===== src/rtl/rx_port_video_monitor_map.svh =====
// Register offsets, field positions, reset values and timing counts
// What this block does
// RULE1: Line length is reported as high and low bytes and holds the length of the last line of the latest frame.
// RULE2: With the line length change interrupt enabled, a published length stays frozen until the host reads it.
// RULE3: Reading the high byte captures the low byte so the following low byte read matches it; host reads high first.
// RULE4: The held clock frequency is replaced only when a measurement differs from it by more than the hysteresis in MHz, reset 3.
// RULE5: The clock is declared stable after staying in the hysteresis range for 40us, 80us, 320us or 1.28ms, default 40us.
// RULE6: No forward clock status is 1 while the measured frequency is below a 4-bit low threshold in MHz, reset 5.
// RULE7: Two 8-bit mailbox bytes are read/write with no side effect and reset to 0x00 and 0x01.
// RULE8: Packet length error bit 3 sets when a long packet header word count differs from the received payload length.
// RULE9: Checksum error bit 2 sets when a long packet payload checksum mismatches.
// RULE10: Multi-bit ECC error bit 1 sets on an uncorrectable header and that header passes uncorrected.
// RULE11: Single-bit header ECC errors are corrected and set ECC bit 0.
// RULE12: Packet error bits are sticky and clear when the host reads the status register.
// RULE13: Each receive port has its own copy of these registers, chosen by the port select.
// RULE14: Status bits 7:4 read as zero and ignore writes.
`ifndef RX_PORT_VIDEO_MONITOR_MAP_SVH
`define RX_PORT_VIDEO_MONITOR_MAP_SVH

`define NUM_RX_PORTS        4
`define ADDR_LINE_LEN_HIGH  8'h75
`define ADDR_LINE_LEN_LOW   8'h76
`define ADDR_FREQ_CTL       8'h77
`define ADDR_MAILBOX_A      8'h78
`define ADDR_MAILBOX_B      8'h79
`define ADDR_PKT_ERR        8'h7A

`define FREQ_CTL_RESET      8'hC5
`define MAILBOX_A_RESET     8'h00
`define MAILBOX_B_RESET     8'h01
`define PKT_ERR_RESET       4'h0

`define HYST_MSB            7
`define HYST_LSB            6
`define STABLE_MSB          5
`define STABLE_LSB          4
`define LOW_THR_MSB         3
`define LOW_THR_LSB         0

`define ERR_LENGTH_BIT      3
`define ERR_CHECKSUM_BIT    2
`define ERR_MULTI_ECC_BIT   1
`define ERR_SINGLE_ECC_BIT  0

`define CORE_CLK_PERIOD_NS  100
`define STABLE_T0_NS        40000
`define STABLE_T1_NS        80000
`define STABLE_T2_NS        320000
`define STABLE_T3_NS        1280000
`define NS_TO_CYCLES(ns) \
  (((ns) + `CORE_CLK_PERIOD_NS - 1) / `CORE_CLK_PERIOD_NS)
`define STABLE_T0_CYCLES    `NS_TO_CYCLES(`STABLE_T0_NS)
`define STABLE_T1_CYCLES    `NS_TO_CYCLES(`STABLE_T1_NS)
`define STABLE_T2_CYCLES    `NS_TO_CYCLES(`STABLE_T2_NS)
`define STABLE_T3_CYCLES    `NS_TO_CYCLES(`STABLE_T3_NS)

`define CSI_LONG_DT_MIN     6'h10
`define ECC_MASK_P0         24'hF12CB7
`define ECC_MASK_P1         24'hF2555B
`define ECC_MASK_P2         24'h749A6D
`define ECC_MASK_P3         24'hB8E38E
`define ECC_MASK_P4         24'hDF03F0
`define ECC_MASK_P5         24'hEFFC00

`endif


===== src/rtl/rx_port_video_monitor_pkg.sv =====
// Types shared by the receive port monitor and its header corrector
`default_nettype none
package rx_port_video_monitor_pkg;

  typedef struct packed {
    logic        line_end;
    logic [15:0] line_length;
    logic        frame_end;
    logic        freq_valid;
    logic [7:0]  freq_mhz;
    logic        hdr_valid;
    logic [23:0] hdr_data;
    logic [5:0]  hdr_ecc;
    logic        pkt_end;
    logic [15:0] pkt_bytes;
    logic [15:0] crc_calc;
    logic [15:0] crc_rx;
  } video_in_s;

  typedef struct packed {
    logic        valid;
    logic [23:0] data;
    logic        single;
    logic        multi;
  } hdr_out_s;

  typedef struct packed {
    logic [15:0] line_work;
    logic [15:0] line_len;
    logic [7:0]  low_shadow;
    logic        frozen;
    logic [7:0]  freq_ctl;
    logic [7:0]  mailbox_a;
    logic [7:0]  mailbox_b;
    logic [3:0]  pkt_err;
    logic [15:0] word_count;
    logic        long_pkt;
    logic [7:0]  freq_held;
    logic [13:0] stable_cnt;
    logic        stable;
    logic        no_clk;
  } port_state_s;

  typedef port_state_s [3:0] port_array_t;

  typedef struct packed {
    port_array_t port;
    logic [7:0]  rdata;
  } monitor_state_s;

endpackage
`default_nettype wire


===== src/rtl/header_ecc_corrector.sv =====
// Packet header ECC check and single-bit correction for one port
`include "rx_port_video_monitor_map.svh"
`default_nettype none
module header_ecc_corrector
  import rx_port_video_monitor_pkg::*;
(
  input  wire logic        clk,       // Core clock
  input  wire logic        reset_n,   // Async reset, active low
  input  wire logic        hdr_valid, // Header strobe
  input  wire logic [23:0] hdr_data,  // Header data bits
  input  wire logic [5:0]  hdr_ecc,   // Received ECC byte
  output hdr_out_s         result     // Registered result
);

  localparam logic [23:0] MASKS [6] = '{`ECC_MASK_P0, `ECC_MASK_P1,
    `ECC_MASK_P2, `ECC_MASK_P3, `ECC_MASK_P4, `ECC_MASK_P5};

  hdr_out_s st_q;
  hdr_out_s st_d;

  // Syndrome column of one data bit
  function automatic logic [5:0] column(input int unsigned bit_idx);
    logic [5:0] c;
    c = 6'h00;
    for (int k = 0; k < 6; k++) begin
      c[k] = MASKS[k][bit_idx];
    end
    return c;
  endfunction

  logic [5:0] syndrome;
  logic       flipped;

  always_comb begin
    flipped = 1'b0;
    for (int k = 0; k < 6; k++) begin
      syndrome[k] = ^(hdr_data & MASKS[k]) ^ hdr_ecc[k];
    end
    st_d        = '0;
    st_d.valid  = hdr_valid;
    st_d.data   = hdr_data;
    for (int i = 0; i < 24; i++) begin
      if (syndrome != 6'h00 && syndrome == column(i)) begin
        st_d.data[i] = ~hdr_data[i]; // see RULE11
        flipped      = 1'b1;
      end
    end
    // One set syndrome bit means the ECC byte itself was hit
    if (syndrome != 6'h00) begin
      if (flipped || $onehot(syndrome)) begin
        st_d.single = hdr_valid; // see RULE11
      end else begin
        st_d.multi  = hdr_valid; // see RULE10
      end
    end
  end

  always_ff @(posedge clk or negedge reset_n) begin
    if (!reset_n) begin
      st_q <= '0;
    end else begin
      st_q <= st_d;
    end
  end

  assign result = st_q;

endmodule
`default_nettype wire


===== src/rtl/rx_port_video_monitor.sv =====
// Per-port line length, clock frequency, mailbox and packet error bank
`include "rx_port_video_monitor_map.svh"
`default_nettype none
module rx_port_video_monitor
  import rx_port_video_monitor_pkg::*;
#(
  parameter logic [13:0] STABLE_LONG_CYCLES = 14'(`STABLE_T3_CYCLES)
)
(
  input  wire logic                  CORE_CLK,     // Core clock, 10 MHz
  input  wire logic                  RESET_N,      // Async reset, low
  input  wire logic [1:0]            PORT_SEL,     // Selected rx port
  input  wire logic [7:0]            REG_ADDR,     // Register offset
  input  wire logic [7:0]            REG_WDATA,    // Write data
  input  wire logic                  REG_WR,       // Write strobe
  input  wire logic                  REG_RD,       // Read strobe
  output logic [7:0]                 REG_RDATA,    // Read data
  input  wire logic [3:0]            LINE_LENGTH_CHANGE_IRQ_ENABLE, // Per port
  input  wire rx_port_video_monitor_pkg::video_in_s [3:0] VIDEO_IN, // Link
  output rx_port_video_monitor_pkg::hdr_out_s  [3:0] HDR_OUT,  // Headers
  output logic [3:0]                 FREQ_STABLE,  // Clock stable
  output logic [3:0]                 NO_FORWARD_CLOCK_STATUS // Clock low
);

  import rx_port_video_monitor_pkg::*;

  monitor_state_s q;
  monitor_state_s d;
  hdr_out_s [3:0] ecc_res;

  // Header correction sits in the port path so flags and word count
  // both see the corrected header one cycle after its strobe.
  generate
    for (genvar g = 0; g < `NUM_RX_PORTS; g++) begin : g_ecc
      header_ecc_corrector u_ecc (
        .clk       (CORE_CLK),
        .reset_n   (RESET_N),
        .hdr_valid (VIDEO_IN[g].hdr_valid),
        .hdr_data  (VIDEO_IN[g].hdr_data),
        .hdr_ecc   (VIDEO_IN[g].hdr_ecc),
        .result    (ecc_res[g])
      );
    end
  endgenerate

  // Dwell time in core cycles for a stable time code
  function automatic logic [13:0] stable_limit(input logic [1:0] code);
    unique case (code)
      2'h0:    return 14'(`STABLE_T0_CYCLES);
      2'h1:    return 14'(`STABLE_T1_CYCLES);
      2'h2:    return 14'(`STABLE_T2_CYCLES);
      default: return STABLE_LONG_CYCLES;
    endcase
  endfunction

  // Register read view of one port
  function automatic logic [7:0] read_view(input port_state_s s,
                                           input logic [7:0]  a);
    logic [7:0] v;
    v = 8'h00;
    unique case (a)
      `ADDR_LINE_LEN_HIGH: v = s.line_len[15:8];  // see RULE1
      `ADDR_LINE_LEN_LOW:  v = s.low_shadow;      // see RULE3
      `ADDR_FREQ_CTL:      v = s.freq_ctl;
      `ADDR_MAILBOX_A:     v = s.mailbox_a;       // see RULE7
      `ADDR_MAILBOX_B:     v = s.mailbox_b;       // see RULE7
      `ADDR_PKT_ERR:       v = {4'h0, s.pkt_err}; // see RULE14
      default:             v = 8'h00;
    endcase
    return v;
  endfunction

  logic [3:0]  sel;
  logic [3:0]  rd_hit;
  logic [7:0]  diff;
  logic [1:0]  hyst;
  logic [3:0]  set_err;
  logic [13:0] limit;

  always_comb begin
    d      = q;
    sel    = 4'h0;
    rd_hit = 4'h0;
    diff   = 8'h00;
    hyst   = 2'h0;
    set_err = 4'h0;
    limit  = 14'h0000;
    for (int p = 0; p < `NUM_RX_PORTS; p++) begin
      sel[p] = (PORT_SEL == 2'(p)); // see RULE13
      rd_hit[p] = REG_RD && sel[p];

      // Line length tracking; the latest line wins so a frame whose
      // line length drifts reports its last line.
      if (VIDEO_IN[p].line_end) begin
        d.port[p].line_work = VIDEO_IN[p].line_length; // see RULE1
      end
      if (rd_hit[p] && REG_ADDR == `ADDR_LINE_LEN_HIGH) begin
        d.port[p].low_shadow = q.port[p].line_len[7:0]; // see RULE3
        d.port[p].frozen     = 1'b0;                   // see RULE2
      end
      if (VIDEO_IN[p].frame_end && !q.port[p].frozen) begin // see RULE2
        d.port[p].line_len = VIDEO_IN[p].line_end ?
                             VIDEO_IN[p].line_length :
                             q.port[p].line_work;       // see RULE1
        d.port[p].frozen   = LINE_LENGTH_CHANGE_IRQ_ENABLE[p];
      end

      // Frequency detector: the dwell counter runs each cycle until stable is set,
      // and only a measurement outside the hysteresis band restarts it.
      hyst  = q.port[p].freq_ctl[`HYST_MSB:`HYST_LSB];
      limit = stable_limit(q.port[p].freq_ctl[`STABLE_MSB:`STABLE_LSB]);
      if (!q.port[p].stable) begin
        if (q.port[p].stable_cnt >= limit - 14'h0001) begin
          d.port[p].stable = 1'b1; // see RULE5
        end else begin
          d.port[p].stable_cnt = q.port[p].stable_cnt + 14'h0001;
        end
      end
      if (VIDEO_IN[p].freq_valid) begin
        diff = (VIDEO_IN[p].freq_mhz > q.port[p].freq_held) ?
               VIDEO_IN[p].freq_mhz - q.port[p].freq_held :
               q.port[p].freq_held - VIDEO_IN[p].freq_mhz;
        d.port[p].no_clk = VIDEO_IN[p].freq_mhz <
          {4'h0, q.port[p].freq_ctl[`LOW_THR_MSB:`LOW_THR_LSB]}; // see RULE6
        if (diff > {6'h00, hyst}) begin // see RULE4
          d.port[p].freq_held  = VIDEO_IN[p].freq_mhz;
          d.port[p].stable_cnt = 14'h0000;
          d.port[p].stable     = 1'b0;  // see RULE5
        end
      end

      // Packet checks use the header as corrected; a header left
      // uncorrected does not overwrite the expected word count.
      if (ecc_res[p].valid && !ecc_res[p].multi) begin
        d.port[p].word_count = ecc_res[p].data[23:8];
        d.port[p].long_pkt   = ecc_res[p].data[5:0] >= `CSI_LONG_DT_MIN;
      end
      set_err = 4'h0;
      set_err[`ERR_LENGTH_BIT] = VIDEO_IN[p].pkt_end && q.port[p].long_pkt &&
        (VIDEO_IN[p].pkt_bytes != q.port[p].word_count); // see RULE8
      set_err[`ERR_CHECKSUM_BIT] = VIDEO_IN[p].pkt_end &&
        q.port[p].long_pkt &&
        (VIDEO_IN[p].crc_calc != VIDEO_IN[p].crc_rx);    // see RULE9
      set_err[`ERR_MULTI_ECC_BIT]  = ecc_res[p].multi;   // see RULE10
      set_err[`ERR_SINGLE_ECC_BIT] = ecc_res[p].single;  // see RULE11
      // New errors win over a clear-on-read in the same cycle
      d.port[p].pkt_err = ((rd_hit[p] && REG_ADDR == `ADDR_PKT_ERR) ?
                           4'h0 : q.port[p].pkt_err) | set_err; // see RULE12

      if (REG_WR && sel[p]) begin
        unique case (REG_ADDR)
          `ADDR_FREQ_CTL:  d.port[p].freq_ctl  = REG_WDATA;
          `ADDR_MAILBOX_A: d.port[p].mailbox_a = REG_WDATA; // see RULE7
          `ADDR_MAILBOX_B: d.port[p].mailbox_b = REG_WDATA; // see RULE7
          default:         d.port[p].mailbox_a = d.port[p].mailbox_a;
        endcase
      end
    end
    if (REG_RD) begin
      d.rdata = read_view(q.port[PORT_SEL], REG_ADDR); // see RULE13
    end
  end

  always_ff @(posedge CORE_CLK or negedge RESET_N) begin
    if (!RESET_N) begin
      q       <= '0;
      for (int p = 0; p < `NUM_RX_PORTS; p++) begin
        q.port[p].freq_ctl  <= `FREQ_CTL_RESET;
        q.port[p].mailbox_a <= `MAILBOX_A_RESET;
        q.port[p].mailbox_b <= `MAILBOX_B_RESET;
        q.port[p].pkt_err   <= `PKT_ERR_RESET;
      end
    end else begin
      q <= d;
    end
  end

  assign REG_RDATA = q.rdata;
  assign HDR_OUT   = ecc_res;

  generate
    for (genvar g = 0; g < `NUM_RX_PORTS; g++) begin : g_out
      assign FREQ_STABLE[g]             = q.port[g].stable;
      assign NO_FORWARD_CLOCK_STATUS[g] = q.port[g].no_clk;
    end
  endgenerate

endmodule
`default_nettype wire


===== config.mk =====
export PLATFORM = sky130hd
export DESIGN_NAME = rx_port_video_monitor
export DESIGN_NICKNAME = d
export VERILOG_FILES = /design/src/rtl/rx_port_video_monitor_pkg.sv /design/src/rtl/header_ecc_corrector.sv /design/src/rtl/rx_port_video_monitor.sv
export VERILOG_INCLUDE_DIRS = /design/src /design/src/rtl
export SDC_FILE = /design/constraint.sdc
export NUM_CORES = 1
export LEC_CHECK = 0
export BUFFER_PORTS_ARGS = -buffer_cell sky130_fd_sc_hd__buf_2
export CAP_MARGIN = 20
export CELL_PAD_IN_SITES_DETAIL_PLACEMENT = 2
export CELL_PAD_IN_SITES_GLOBAL_PLACEMENT = 2
export CORE_AREA = 2 2 288 290
export CTS_CLUSTER_SIZE = 20
export DETAILED_ROUTE_END_ITERATION = 10
export DIE_AREA = 0 0 290 292
export PLACE_DENSITY = 0.87
export RECOVER_POWER = 25
export SYNTH_ARGS = -nofsm -noshare
export SYNTH_HDL_FRONTEND = slang
export SYNTH_SLANG_ARGS = --single-unit

===== constraint.sdc =====
create_clock -name CORE_CLK -period 10.4 [get_ports CORE_CLK]
set_clock_uncertainty 0.2 [all_clocks]
set_input_delay 2.08 -clock CORE_CLK [delete_from_list [all_inputs] [get_ports CORE_CLK]]
set_output_delay 2.08 -clock CORE_CLK [all_outputs]
set_load 0.02 [all_outputs]

==> results of run 1 <==
## routing by layer
layer | global-route usage [%] | share of wire (%) | vias up
met2 | 58.9 | 52 | 998
met3 | 6.26 | 5.0 | 462
met4 | 20.1 | 6.8 | 20
li1 | - | - | 10800
met5 | 0 | 0.094 | -
met1 | 33.9 | 36 | 13300
## final timing paths
kind,cells after the start,from,slack (ns),to
max reg2reg,17,q[354],5.90,q[361]
min reg2reg,1,g_ecc[2].u_ecc.result[1],0.25,q[269]
max in group CORE_CLK,15,VIDEO_IN[379],4.00,g_ecc[3].u_ecc.result[0]
min in group asynchronous,1,RESET_N,2.94,q[358]
max,3,RESET_N,3.52,q[255]
min,1,g_ecc[2].u_ecc.result[1],0.25,q[269]
## metrics by stage
stage                     std cells  setup slack, ns  util [%]
after floorplan                2805             4.98         -
after global placement         4359             4.21      44.4
after detailed placement       4360             3.87      44.4
after CTS                      4484             4.18      47.4
after global routing           4510             2.54      47.4
final                          4514             3.52      47.4
## registers in the layout (all words and copies together), names as in the netlist
signal                   count
FREQ_STABLE                  4
NO_FORWARD_CLOCK_STATUS      4
REG_RDATA                    8
g_ecc.u_ecc.result         108
hyst                         2
q                          430
## worst max-delay path: stages
cell and delay, ns:
clkbuf_1 3.19, buf_4 1.12, buf_4 0.77
## final cells by class
cell class	instances	area share, %
Multi-Input combinational cell	1957	44.5
Clock inverter	25	1.03
Antenna cell	28	0.181
Timing Repair Buffer	595	7.81
Sequential cell	556	36.0
Inverter	184	1.78
Clock buffer	99	5.22
Tap cell	1070	3.46
## cells in the mapped netlist (all sizes together), types with 8 or more instances
master | instances | share of area [%]
nand2 | 117 | 1.4
nor2 | 122 | 1.4
a31oi | 16 | 0.33
mux2 | 344 | 12
nor4 | 37 | 0.73
nand4 | 41 | 0.79
o21ai | 53 | 0.83
a21o | 36 | 0.83
dfstp | 20 | 1.6
buf | 44 | 0.83
and2 | 15 | 0.29
xnor3 | 10 | 0.70
nand2b | 13 | 0.25
and3 | 24 | 0.46
a211oi | 8 | 0.20
nand3 | 94 | 1.5
fa | 16 | 0.99
ha | 175 | 6.8
mux4 | 44 | 3.1
or2 | 9 | 0.17
o21a | 11 | 0.26
clkbuf | 64 | 0.75
nor2b | 27 | 0.52
a21oi | 55 | 0.87
mux2i | 65 | 2.0
xor2 | 223 | 6.0
o22ai | 11 | 0.23
a32o | 9 | 0.28
inv | 184 | 2.1
dfrtp | 536 | 41
xnor2 | 282 | 7.8
nor3 | 12 | 0.19
## logic make-up after synthesis
kind of cell / Yosys count / share of synthesized area, %
AO/OA/AOI/OAI: 266 / 5.63
XOR/XNOR: 517 / 14.6
flip-flops: 556 / 43.1
buffers and inverters: 292 / 3.71
AND/OR/NAND/NOR: 530 / 8.13
multiplexers: 453 / 17.1
adder cells (fa/ha/maj): 191 / 7.75
## power breakdown
group          internal [mW]  leakage (nW)  total (mW)  switching, mW
clock network           1.59          1.19        2.69           1.10
logic                   1.21          10.1        3.13           1.92
registers               2.54          6.80        2.89          0.348
## layout by cell type, fill, tap and decap left out, drive strengths merged, types with 10 or more instances in the layout
cell type and count:
dfstp 20, a31oi 16, nor2b 27, mux2i 65, nand3 94, nand2b 13
and2 15, a21o 36, ha 175, nor4 37, nand4 41, xnor2 282
nor3 12, dfrtp 536, clkbuf 112, inv 188, mux2 344, nor2 122
fa 16, xnor3 10, and3 24, buf 582, clkinv 10, o22ai 11
nand2 117, mux4 44, xor2 223, o21ai 53, a21oi 55, o21a 11
diode 28
==> summary.txt, run 1 <==
Routing
  • Drt first pass iters: 5
  • Drt via density: 5.67
  • Final wirelength: 141000 um
  • DRC violation total after the first TritonRoute iteration: 1615
  • Vias: 25600
  • Final ANT Viol Nets: 0
  • DRC: 0
  • Drt wl/cell: 31.2 um

Finish
  • Layout cell share with drive strength beyond 1: 30.6%
  • Layout Nets: 4009
  • Area growth syn-to-layout: 19.6%
  • Fillers: 8192
  • Fin area: 0.0387 mm^2
  • Register area: 0.0139 mm^2
  • Area of the multi-input gates: 0.0172 mm^2

Clock tree
  • Root Driver: clkbuf_16
  • CTS HTree Levels: 3
  • Clk sinks: 556
  • Clk buf depth: 3
  • CTS Buf Count: 70
  • Resize count post-CTS: 0
  • Later-pin clock latency in the skew report: 0.63 ns
  • Setup Buffers After CTS: 0
  • TritonCTS clock tree: built
  • Post-cts hold buffer count: 0
  • Clock transition at the registers of the reported paths: 0.07 ns

Synth
  • Synth Register Bits: 556
  • EDFF count, synth: 0
  • Synthesized Nets: 3450
  • Cells after Synth: 2805
  • Synth unique cells: 84
  • Sequential element share of the synthesized area: 43.1%
  • Post-synthesis cell area: 0.0324 mm^2
  • Asr flop ratio synth: 100%
  • Ys Warns: 0
  • Average size of a mapped cell: 11.5 um^2
  • Ys flop type: dfrtp_1

Die
  • Die Area: 0.0847 mm^2
  • Die H: 292 um
  • Die Width: 290 um
  • Initial Util: 39.7%
  • Core Box Area: 0.0816 mm^2
  • # rows: 105
  • Ports: 578

Status
  • Failing checks: capacitance limit, slew limit
  • Status: complete, but fails checks

Timing
  • Setup_tns: 0 ns
  • Least-Margin Pin Slew: 4.65 ns
  • Final Critical Period: 6.88 ns
  • Max_slew headroom: -210%
  • Hold Worst Slack: 0.255 ns
  • # setup viols final: 0
  • Final Max Slew Viols: 95
  • RSZ-0062 raised after global routing: no
  • Fmax: 145 MHz
  • Fin. Hold Viols: 0
  • Crit share post-route: 66.2%

Worst setup path
  • Crit end category: async pin
  • Crit path DAT: 7.32 ns
  • CP Launch Type: primary input
  • CP Class: in2async
  • CP Data Required Time: 10.83 ns
  • CP Max Fanout: 76

Global route
  • Tot GR Track Use: 32.2%
  • Gr ovfl total: 0
  • First-pass GRT wire length: 204000 um
  • Largest net degree at the start of global routing: 175
  • Number of global-route vias before repair: 30300
  • Initial antenna violation count: 34

Power
  • Max rail drop VDD: 0.117 mV
  • Power Density: 225 mW/mm^2
  • Design Power: 8.71 mW
  • Leakage: 18.1 nW

Placed design
  • DP HPWL: 94200 um
  • Routability cong.: 0.884
  • IO buf count: 577
  • Placed instance area: 0.0362 mm^2

Flow run
  • Max Cap Violations: 2

Hold path
  • Tightest Hold Check Type: reg2reg
Power figures use the tool's default switching activity.
==> run 2: changes to the inputs <==
CORE_AREA = 2 2 312 314   (was 2 2 288 290)
DIE_AREA = 0 0 314 316   (was 0 0 290 292)
PLACE_DENSITY = 0.79   (was 0.87)
clock period = 6.32 ns   (was 10.4 ns; I/O delays follow)
==> run 2 against run 1 <==
  * Flip-flop and latch count unchanged
  * Sequential share of layout area decreased by 0.25 points
  * Count of clock-buffer cells in the layout decreased by 2
  * Total power increased by 57%
  * Wire length decreased by 16%
  * Via count decreased by 5.7%
  * The flow still finishes with violations (capacitance limit, slew limit)
  * Worst hold slack got worse by 0.0029 ns
  * Global-route usage decreased by 8.6 points
  * Sequential power increased by 61%
  * Worst setup slack got worse by 2.3 ns
  * Critical endpoint is now g_ecc[1].u_ecc.result[17]
  * Register-to-register slack got worse by 3.9 ns
  * Utilization decreased by 6.8 points
  * Critical path type unchanged
==> summary.txt, run 2 (synthesis gave the netlist of run 1 again) <==
Status
  • Status: complete, but fails checks (unchanged)
  • Failing checks: capacitance limit, slew limit (unchanged)

Global route
  • Largest net degree at the start of global routing: 150 (was 175)
  • Most Crowded Layer GR: met2 (unchanged)
  • Met2 Use GR: 43.1% (was 58.9%)
  • Met1 usage: 27.4% (was 33.9%)
  • Number of global-route vias before repair: 28000 (was 30300)
  • Initial antenna violation count: 26 (was 34)
  • First-pass GRT wire length: 178000 um (was 204000 um)
  • Gr ovfl total: 0 (unchanged)
  • GR Layer Usage met3: 4.45% (was 6.26%)
  • Tot GR Track Use: 23.6% (was 32.2%)

Routing
  • Drt via density: 5.12 (was 5.67)
  • Drt first pass iters: 5 (unchanged)
  • Final ANT Viol Nets: 0 (unchanged)
  • Drt wl/cell: 25.0 um (was 31.2 um)
  • DRC: 0 (unchanged)
  • Vias: 24100 (was 25600)
  • DRC violation total after the first TritonRoute iteration: 1206 (was 1615)
  • Final wirelength: 118000 um (was 141000 um)

Placed design
  • DP HPWL: 87900 um (was 94200 um)
  • IO buf count: 577 (unchanged)
  • Placed instance area: 0.0365 mm^2 (was 0.0362 mm^2)
  • Pre-CTS setup slack: 0.921 ns (was 3.87 ns)
  • Routability cong.: 0.877 (was 0.884)
  • Inst Count DP: 4568 (was 4360)

Timing
  • Least-Margin Pin Slew: 2.87 ns (was 4.65 ns)
  • Crit share post-route: 80.6%
  • RSZ-0062 raised after global routing: no (unchanged)
  • Setup_tns: 0 ns (unchanged)
  • Hold Worst Slack: 0.252 ns (was 0.255 ns)
  • # setup viols final: 0 (unchanged)
  • Final Max Slew Viols: 395 (was 95)
  • Max_slew headroom: -91.1% (was -210%)
  • Final Critical Period: 5.09 ns
  • Fin. Hold Viols: 0 (unchanged)
  • Setup WS post-layout: 1.23 ns (was 3.52 ns)
  • Fmax: 196 MHz

Clock tree
  • Resize count post-CTS: 0 (unchanged)
  • Later-pin clock latency in the skew report: 0.64 ns (was 0.63 ns)
  • CTS HTree Levels: 3 (unchanged)
  • CTS Buf Count: 71 (was 70)
  • Clk buf depth: 3 (unchanged)
  • TritonCTS clock tree: built (unchanged)
  • Root Driver: clkbuf_16 (unchanged)
  • Clk sinks: 556 (unchanged)
  • Clock transition at the registers of the reported paths: 0.06 ns (was 0.07 ns)
  • Setup Buffers After CTS: 0 (unchanged)
  • Post-cts hold buffer count: 0 (unchanged)

Finish
  • Core Util, Final: 40.6% (was 47.4%)
  • Post-Layout Cell Count: 4719 (was 4514)
  • Fin area: 0.0390 mm^2 (was 0.0387 mm^2)
  • Layout Nets: 4014 (was 4009)
  • Layout cell share with drive strength beyond 1: 31.3% (was 30.6%)
  • Most frequent cells in the layout: buf_2, dfrtp_1, xnor2_1 (unchanged)
  • Area growth syn-to-layout: 20.4% (was 19.6%)
  • Fillers: 10000 (was 8192)
  • Largest register FFs: 430 (unchanged)
  • Commonest non-fill, non-tap cell in the layout: buf_2 (unchanged)
  • Most flops, register: q (unchanged)

Worst setup path
  • Worst path max stage delay: 1.88 ns (was 3.19 ns)
  • CP Class: in2async (unchanged)
  • CP Cell Sequence: clkbuf_2, clkbuf_4 (was clkbuf_1, buf_4, buf_4)
  • Slowest stage cell, crit path: clkbuf_2 (was clkbuf_1)
  • Total stage count of the critical path: 2 (was 3)
  • Reg2Reg Setup Slack: 2.05 ns (was 5.90 ns)
  • Buf/Inv on CP: 2 (was 3)
  • Crit-path leading delay family: buffers and inverters (unchanged)
  • CP Max Fanout: 134 (was 76)
  • CP Launch Type: primary input (unchanged)
  • Crit path DAT: 5.25 ns (was 7.32 ns)
  • Crit end category: async pin (unchanged)
  • Cell depth of the worst flop-to-flop path: 16 (was 17)
  • CP Data Required Time: 6.47 ns (was 10.83 ns)

Power
  • Leakage: 18.1 nW (about the same)
  • Register share of total power: 34.1% (was 33.2%)
  • Comb pwr share: 34.9% (was 35.9%)
  • Design Power: 13.6 mW (was 8.71 mW)
  • Internal: 8.69 mW (was 5.34 mW)
  • NetSw: 4.94 mW (was 3.37 mW)
  • Switching share of power: 36.2% (was 38.7%)
  • Power Density: 350 mW/mm^2 (was 225 mW/mm^2)
  • Share of power burned in the clock network: 31.1% (was 30.9%)
  • Max rail drop VDD: 0.199 mV (was 0.117 mV)

Die
  • Die Width: 314 um (was 290 um)
  • Core Box Area: 0.0960 mm^2 (was 0.0816 mm^2)
  • Die Area: 0.0992 mm^2 (was 0.0847 mm^2)
  • Ports: 578 (unchanged)
  • # rows: 114 (was 105)
  • Initial Util: 33.7% (was 39.7%)
  • Die H: 316 um (was 292 um)

Flow run
  • Max Cap Violations: 5 (was 2)

Hold path
  • Hold Crit Depth: 1 (unchanged)
  • Tightest Hold Check Type: reg2reg (unchanged)
run 2: cell types whose count changed in the layout (fill, tap and decap cells not counted), moves of 3 or more:
cell and delta:
clkbuf_4 +3, bufinv_16 -3, clkbuf_1 -4, clkinv_2 +7
diode_2 -9, mux2_1 -14, mux2_2 +14
run 2: final cells by class:
class                   instances  area [um^2]  share of cell area [%]
diodes                         19         47.5                   0.122
clock buffers                  97         2040                    5.22
clock inverters                31          379                   0.973
inverters                     184          691                    1.77
multi-input cells            1957        17200                    44.2
flip-flops and latches        556        13900                    35.8
well taps                    1276         1600                    4.10
repair buffers                599         3060                    7.86
run 2: path summary, 6_finish.rpt:
check,startpoint,endpoint
max in group CORE_CLK,VIDEO_IN[398],g_ecc[3].u_ecc.result[0]
setup reg to reg,q[134],q[141]
setup / recovery,RESET_N,g_ecc[1].u_ecc.result[17]
min in group asynchronous,RESET_N,q[355]
hold reg to reg,g_ecc[1].u_ecc.result[1],q[159]
hold / removal,g_ecc[1].u_ecc.result[1],q[159]
run 2: power by group through the flow:
stage	Combinational (mW)	Sequential, mW	Clock (mW)
2_1_floorplan	3.12	4.65	0
3_3_place_gp	4.49	4.61	0
3_5_place_dp	4.74	4.67	0
4_1_cts	4.81	4.65	4.35
5_1_grt	5.25	4.71	4.48
6_report	4.75	4.64	4.23
run 2: routing by layer:
| metal | part of all wire, % | up-vias |
|---|---|---|
| li1 | - | 10800 |
| met4 | 4.0 | 8 |
| met3 | 4.7 | 218 |
| met2 | 53 | 621 |
| met1 | 39 | 12500 |
| met5 | 0.047 | - |
==> run 3: changes to the inputs <==
CORE_AREA = 2 2 299 301   (was 2 2 312 314)
DIE_AREA = 0 0 301 303   (was 0 0 314 316)
PLACE_DENSITY = 0.82   (was 0.79)
clock period = 5 ns   (was 6.32 ns; I/O delays follow)
==> run 3 against run 2 <==
  * The flow still finishes with violations (capacitance limit, slew limit)
  * First-iteration DRC count is 5.1% higher
  * Count of clock-buffer cells in the layout is 3 higher
  * Clock power is 25% higher
  * Flip-flop and latch count stayed put
  * Wire length is 6.8% higher
  * Total power is 29% higher
  * Combinational power is 34% higher
  * Via count is 3.1% higher
  * Final cell count is 1.9% lower
  * Critical path type is now in2reg
  * Largest power group unchanged
==> summary.txt, run 3 (synthesis gave the netlist of run 1 again) <==
Clock tree
  • Clk buf depth: 3 (unchanged)
  • Clock transition at the registers of the reported paths: 0.06 ns (about the same)
  • CTS Buf Count: 70 (was 71)
  • Resize count post-CTS: 0 (unchanged)
  • Root Driver: clkbuf_16 (unchanged)
  • CTS HTree Levels: 3 (unchanged)
  • Post-cts hold buffer count: 0 (unchanged)
  • Clk sinks: 556 (unchanged)
  • TritonCTS clock tree: built (unchanged)
  • Setup Buffers After CTS: 0 (unchanged)
  • Later-pin clock latency in the skew report: 0.61 ns (was 0.64 ns)

Global route
  • Number of global-route vias before repair: 28900 (was 28000)
  • Gr ovfl total: 0 (unchanged)
  • Largest net degree at the start of global routing: 101 (was 150)
  • First-pass GRT wire length: 184000 um (was 178000 um)
  • Tot GR Track Use: 26.8% (was 23.6%)
  • Initial antenna violation count: 28 (was 26)

Finish
  • Core Util, Final: 44.3% (was 40.6%)
  • Largest register FFs: 430 (unchanged)
  • Commonest non-fill, non-tap cell in the layout: buf_2 (unchanged)
  • Most frequent cells in the layout: buf_2, dfrtp_1, mux2_2 (was buf_2, dfrtp_1, xnor2_1)
  • Layout Nets: 4036 (was 4014)
  • Most flops, register: q (unchanged)
  • Area growth syn-to-layout: 20.4% (about the same)
  • Fin area: 0.0390 mm^2 (about the same)
  • Layout cell share with drive strength beyond 1: 31.8% (was 31.3%)

Timing
  • # setup viols final: 0 (unchanged)
  • Fin. Hold Viols: 0 (unchanged)
  • Final Critical Period: 4.44 ns
  • Least-Margin Pin Slew: 2.88 ns (was 2.87 ns)
  • Fmax: 225 MHz
  • Max_slew headroom: -92.2% (was -91.1%)
  • Final Max Slew Viols: 92 (was 395)
  • Setup_tns: 0 ns (unchanged)
  • Crit share post-route: 88.8%
  • RSZ-0062 raised after global routing: no (unchanged)
  • Hold Worst Slack: 0.275 ns (was 0.252 ns)

Status
  • Failing checks: capacitance limit, slew limit (unchanged)
  • Status: complete, but fails checks (unchanged)

Hold path
  • Tightest Hold Check Type: reg2reg (unchanged)
  • Min-delay src: q[269] (was g_ecc[1].u_ecc.result[1])
  • Hold Crit Depth: 1 (unchanged)
  • Hold endpoint: q[269] (was q[159])

Worst setup path
  • CP Data Required Time: 5.35 ns (was 6.47 ns)
  • Reg2Reg Setup Slack: 1.06 ns (was 2.05 ns)
  • Crit end category: flip-flop (was async pin)
  • RR Endpoint: q[354] (was q[141])
  • CP Launch Type: primary input (unchanged)
  • Cell depth of the worst flop-to-flop path: 17 (was 16)
  • CP Max Fanout: 10 (was 134)
  • Crit path DAT: 4.79 ns (was 5.25 ns)
  • CP Class: in2reg (was in2async)
  • R2R Path Start: q[354] (was q[134])

Placed design
  • IO buf count: 577 (unchanged)
  • Placed instance area: 0.0366 mm^2 (was 0.0365 mm^2)
  • Routability cong.: 0.912 (was 0.877)
  • DP HPWL: 91100 um (was 87900 um)

Die
  • Ports: 578 (unchanged)
  • Die H: 303 um (was 316 um)
  • Initial Util: 36.8% (was 33.7%)
  • Die Width: 301 um (was 314 um)
  • Die Area: 0.0912 mm^2 (was 0.0992 mm^2)
  • Core Box Area: 0.0880 mm^2 (was 0.0960 mm^2)
  • # rows: 109 (was 114)

Routing
  • Drt wl/cell: 27.2 um (was 25.0 um)
  • DRC: 0 (unchanged)
  • Final ANT Viol Nets: 0 (unchanged)
  • DRC violation total after the first TritonRoute iteration: 1267 (was 1206)
  • Drt first pass iters: 5 (unchanged)
  • Vias: 24900 (was 24100)
  • Final wirelength: 126000 um (was 118000 um)
  • Drt via density: 5.38 (was 5.12)

Power
  • Max rail drop VDD: 0.246 mV (was 0.199 mV)
  • Power Density: 451 mW/mm^2 (was 350 mW/mm^2)
  • Leakage: 18.2 nW (was 18.1 nW)

Flow run
  • Max Cap Violations: 1 (was 5)
run 3: critical path: stages:
cell and delay, ns:
buf_2 0.15, xnor2_1 0.35, xor2_1 0.26, xnor2_1 0.13, xnor2_1 0.73, and2_1 0.31, inv_1 0.08, fa_1 0.50
inv_1 0.04, ha_1 0.19, xor2_1 0.14, nand3b_1 0.09, o31a_1 0.15, nand4_1 0.12, a221oi_1 0.34, and3_1 0.21
run 3: power by group:
group	switching [mW]	internal, mW
registers	0.642	5.29
logic	3.76	2.62
clock network	2.19	3.08
run 3: worst max path at each step:
stage / startpoint / endpoint / cells past startpoint
floorplan: VIDEO_IN[401] / q[356] / 19
global placement: VIDEO_IN[397] / g_ecc[3].u_ecc.result[0] / 16
detailed placement: VIDEO_IN[397] / g_ecc[3].u_ecc.result[0] / 16
CTS: VIDEO_IN[396] / g_ecc[3].u_ecc.result[0] / 16
global route: RESET_N / q[283] / 2
finish: VIDEO_IN[396] / g_ecc[3].u_ecc.result[0] / 16
run 3: final cells by class:
type / count / area, um^2
clock inverters: 27 / 334
clock buffers: 100 / 2000
inverters: 184 / 691
diodes: 18 / 45.0
repair buffers: 622 / 3270
fillers: 9080 / 49000
multi-input cells: 1957 / 17200
flip-flops and latches: 556 / 13900
well taps: 1165 / 1460
run 3: metrics by stage:
step	power (mW)	instances	worst slack, ns
after floorplan	9.82	2805	0.663
after global placement	11.7	4482	0.364
after detailed placement	12.1	4482	0.156
after CTS	17.6	4609	0.672
after global routing	18.4	4627	0.307
final	17.6	4629	0.561
run 3: metal layers:
| metal | GRT usage, % | vias up | wire length [um] |
|---|---|---|---|
| met5 | 0 | - | 87 |
| met4 | 13.3 | 14 | 6630 |
| met3 | 6.07 | 342 | 6840 |
| met2 | 47.9 | 784 | 65500 |
| met1 | 30.1 | 12900 | 46800 |
| li1 | - | 10900 | - |
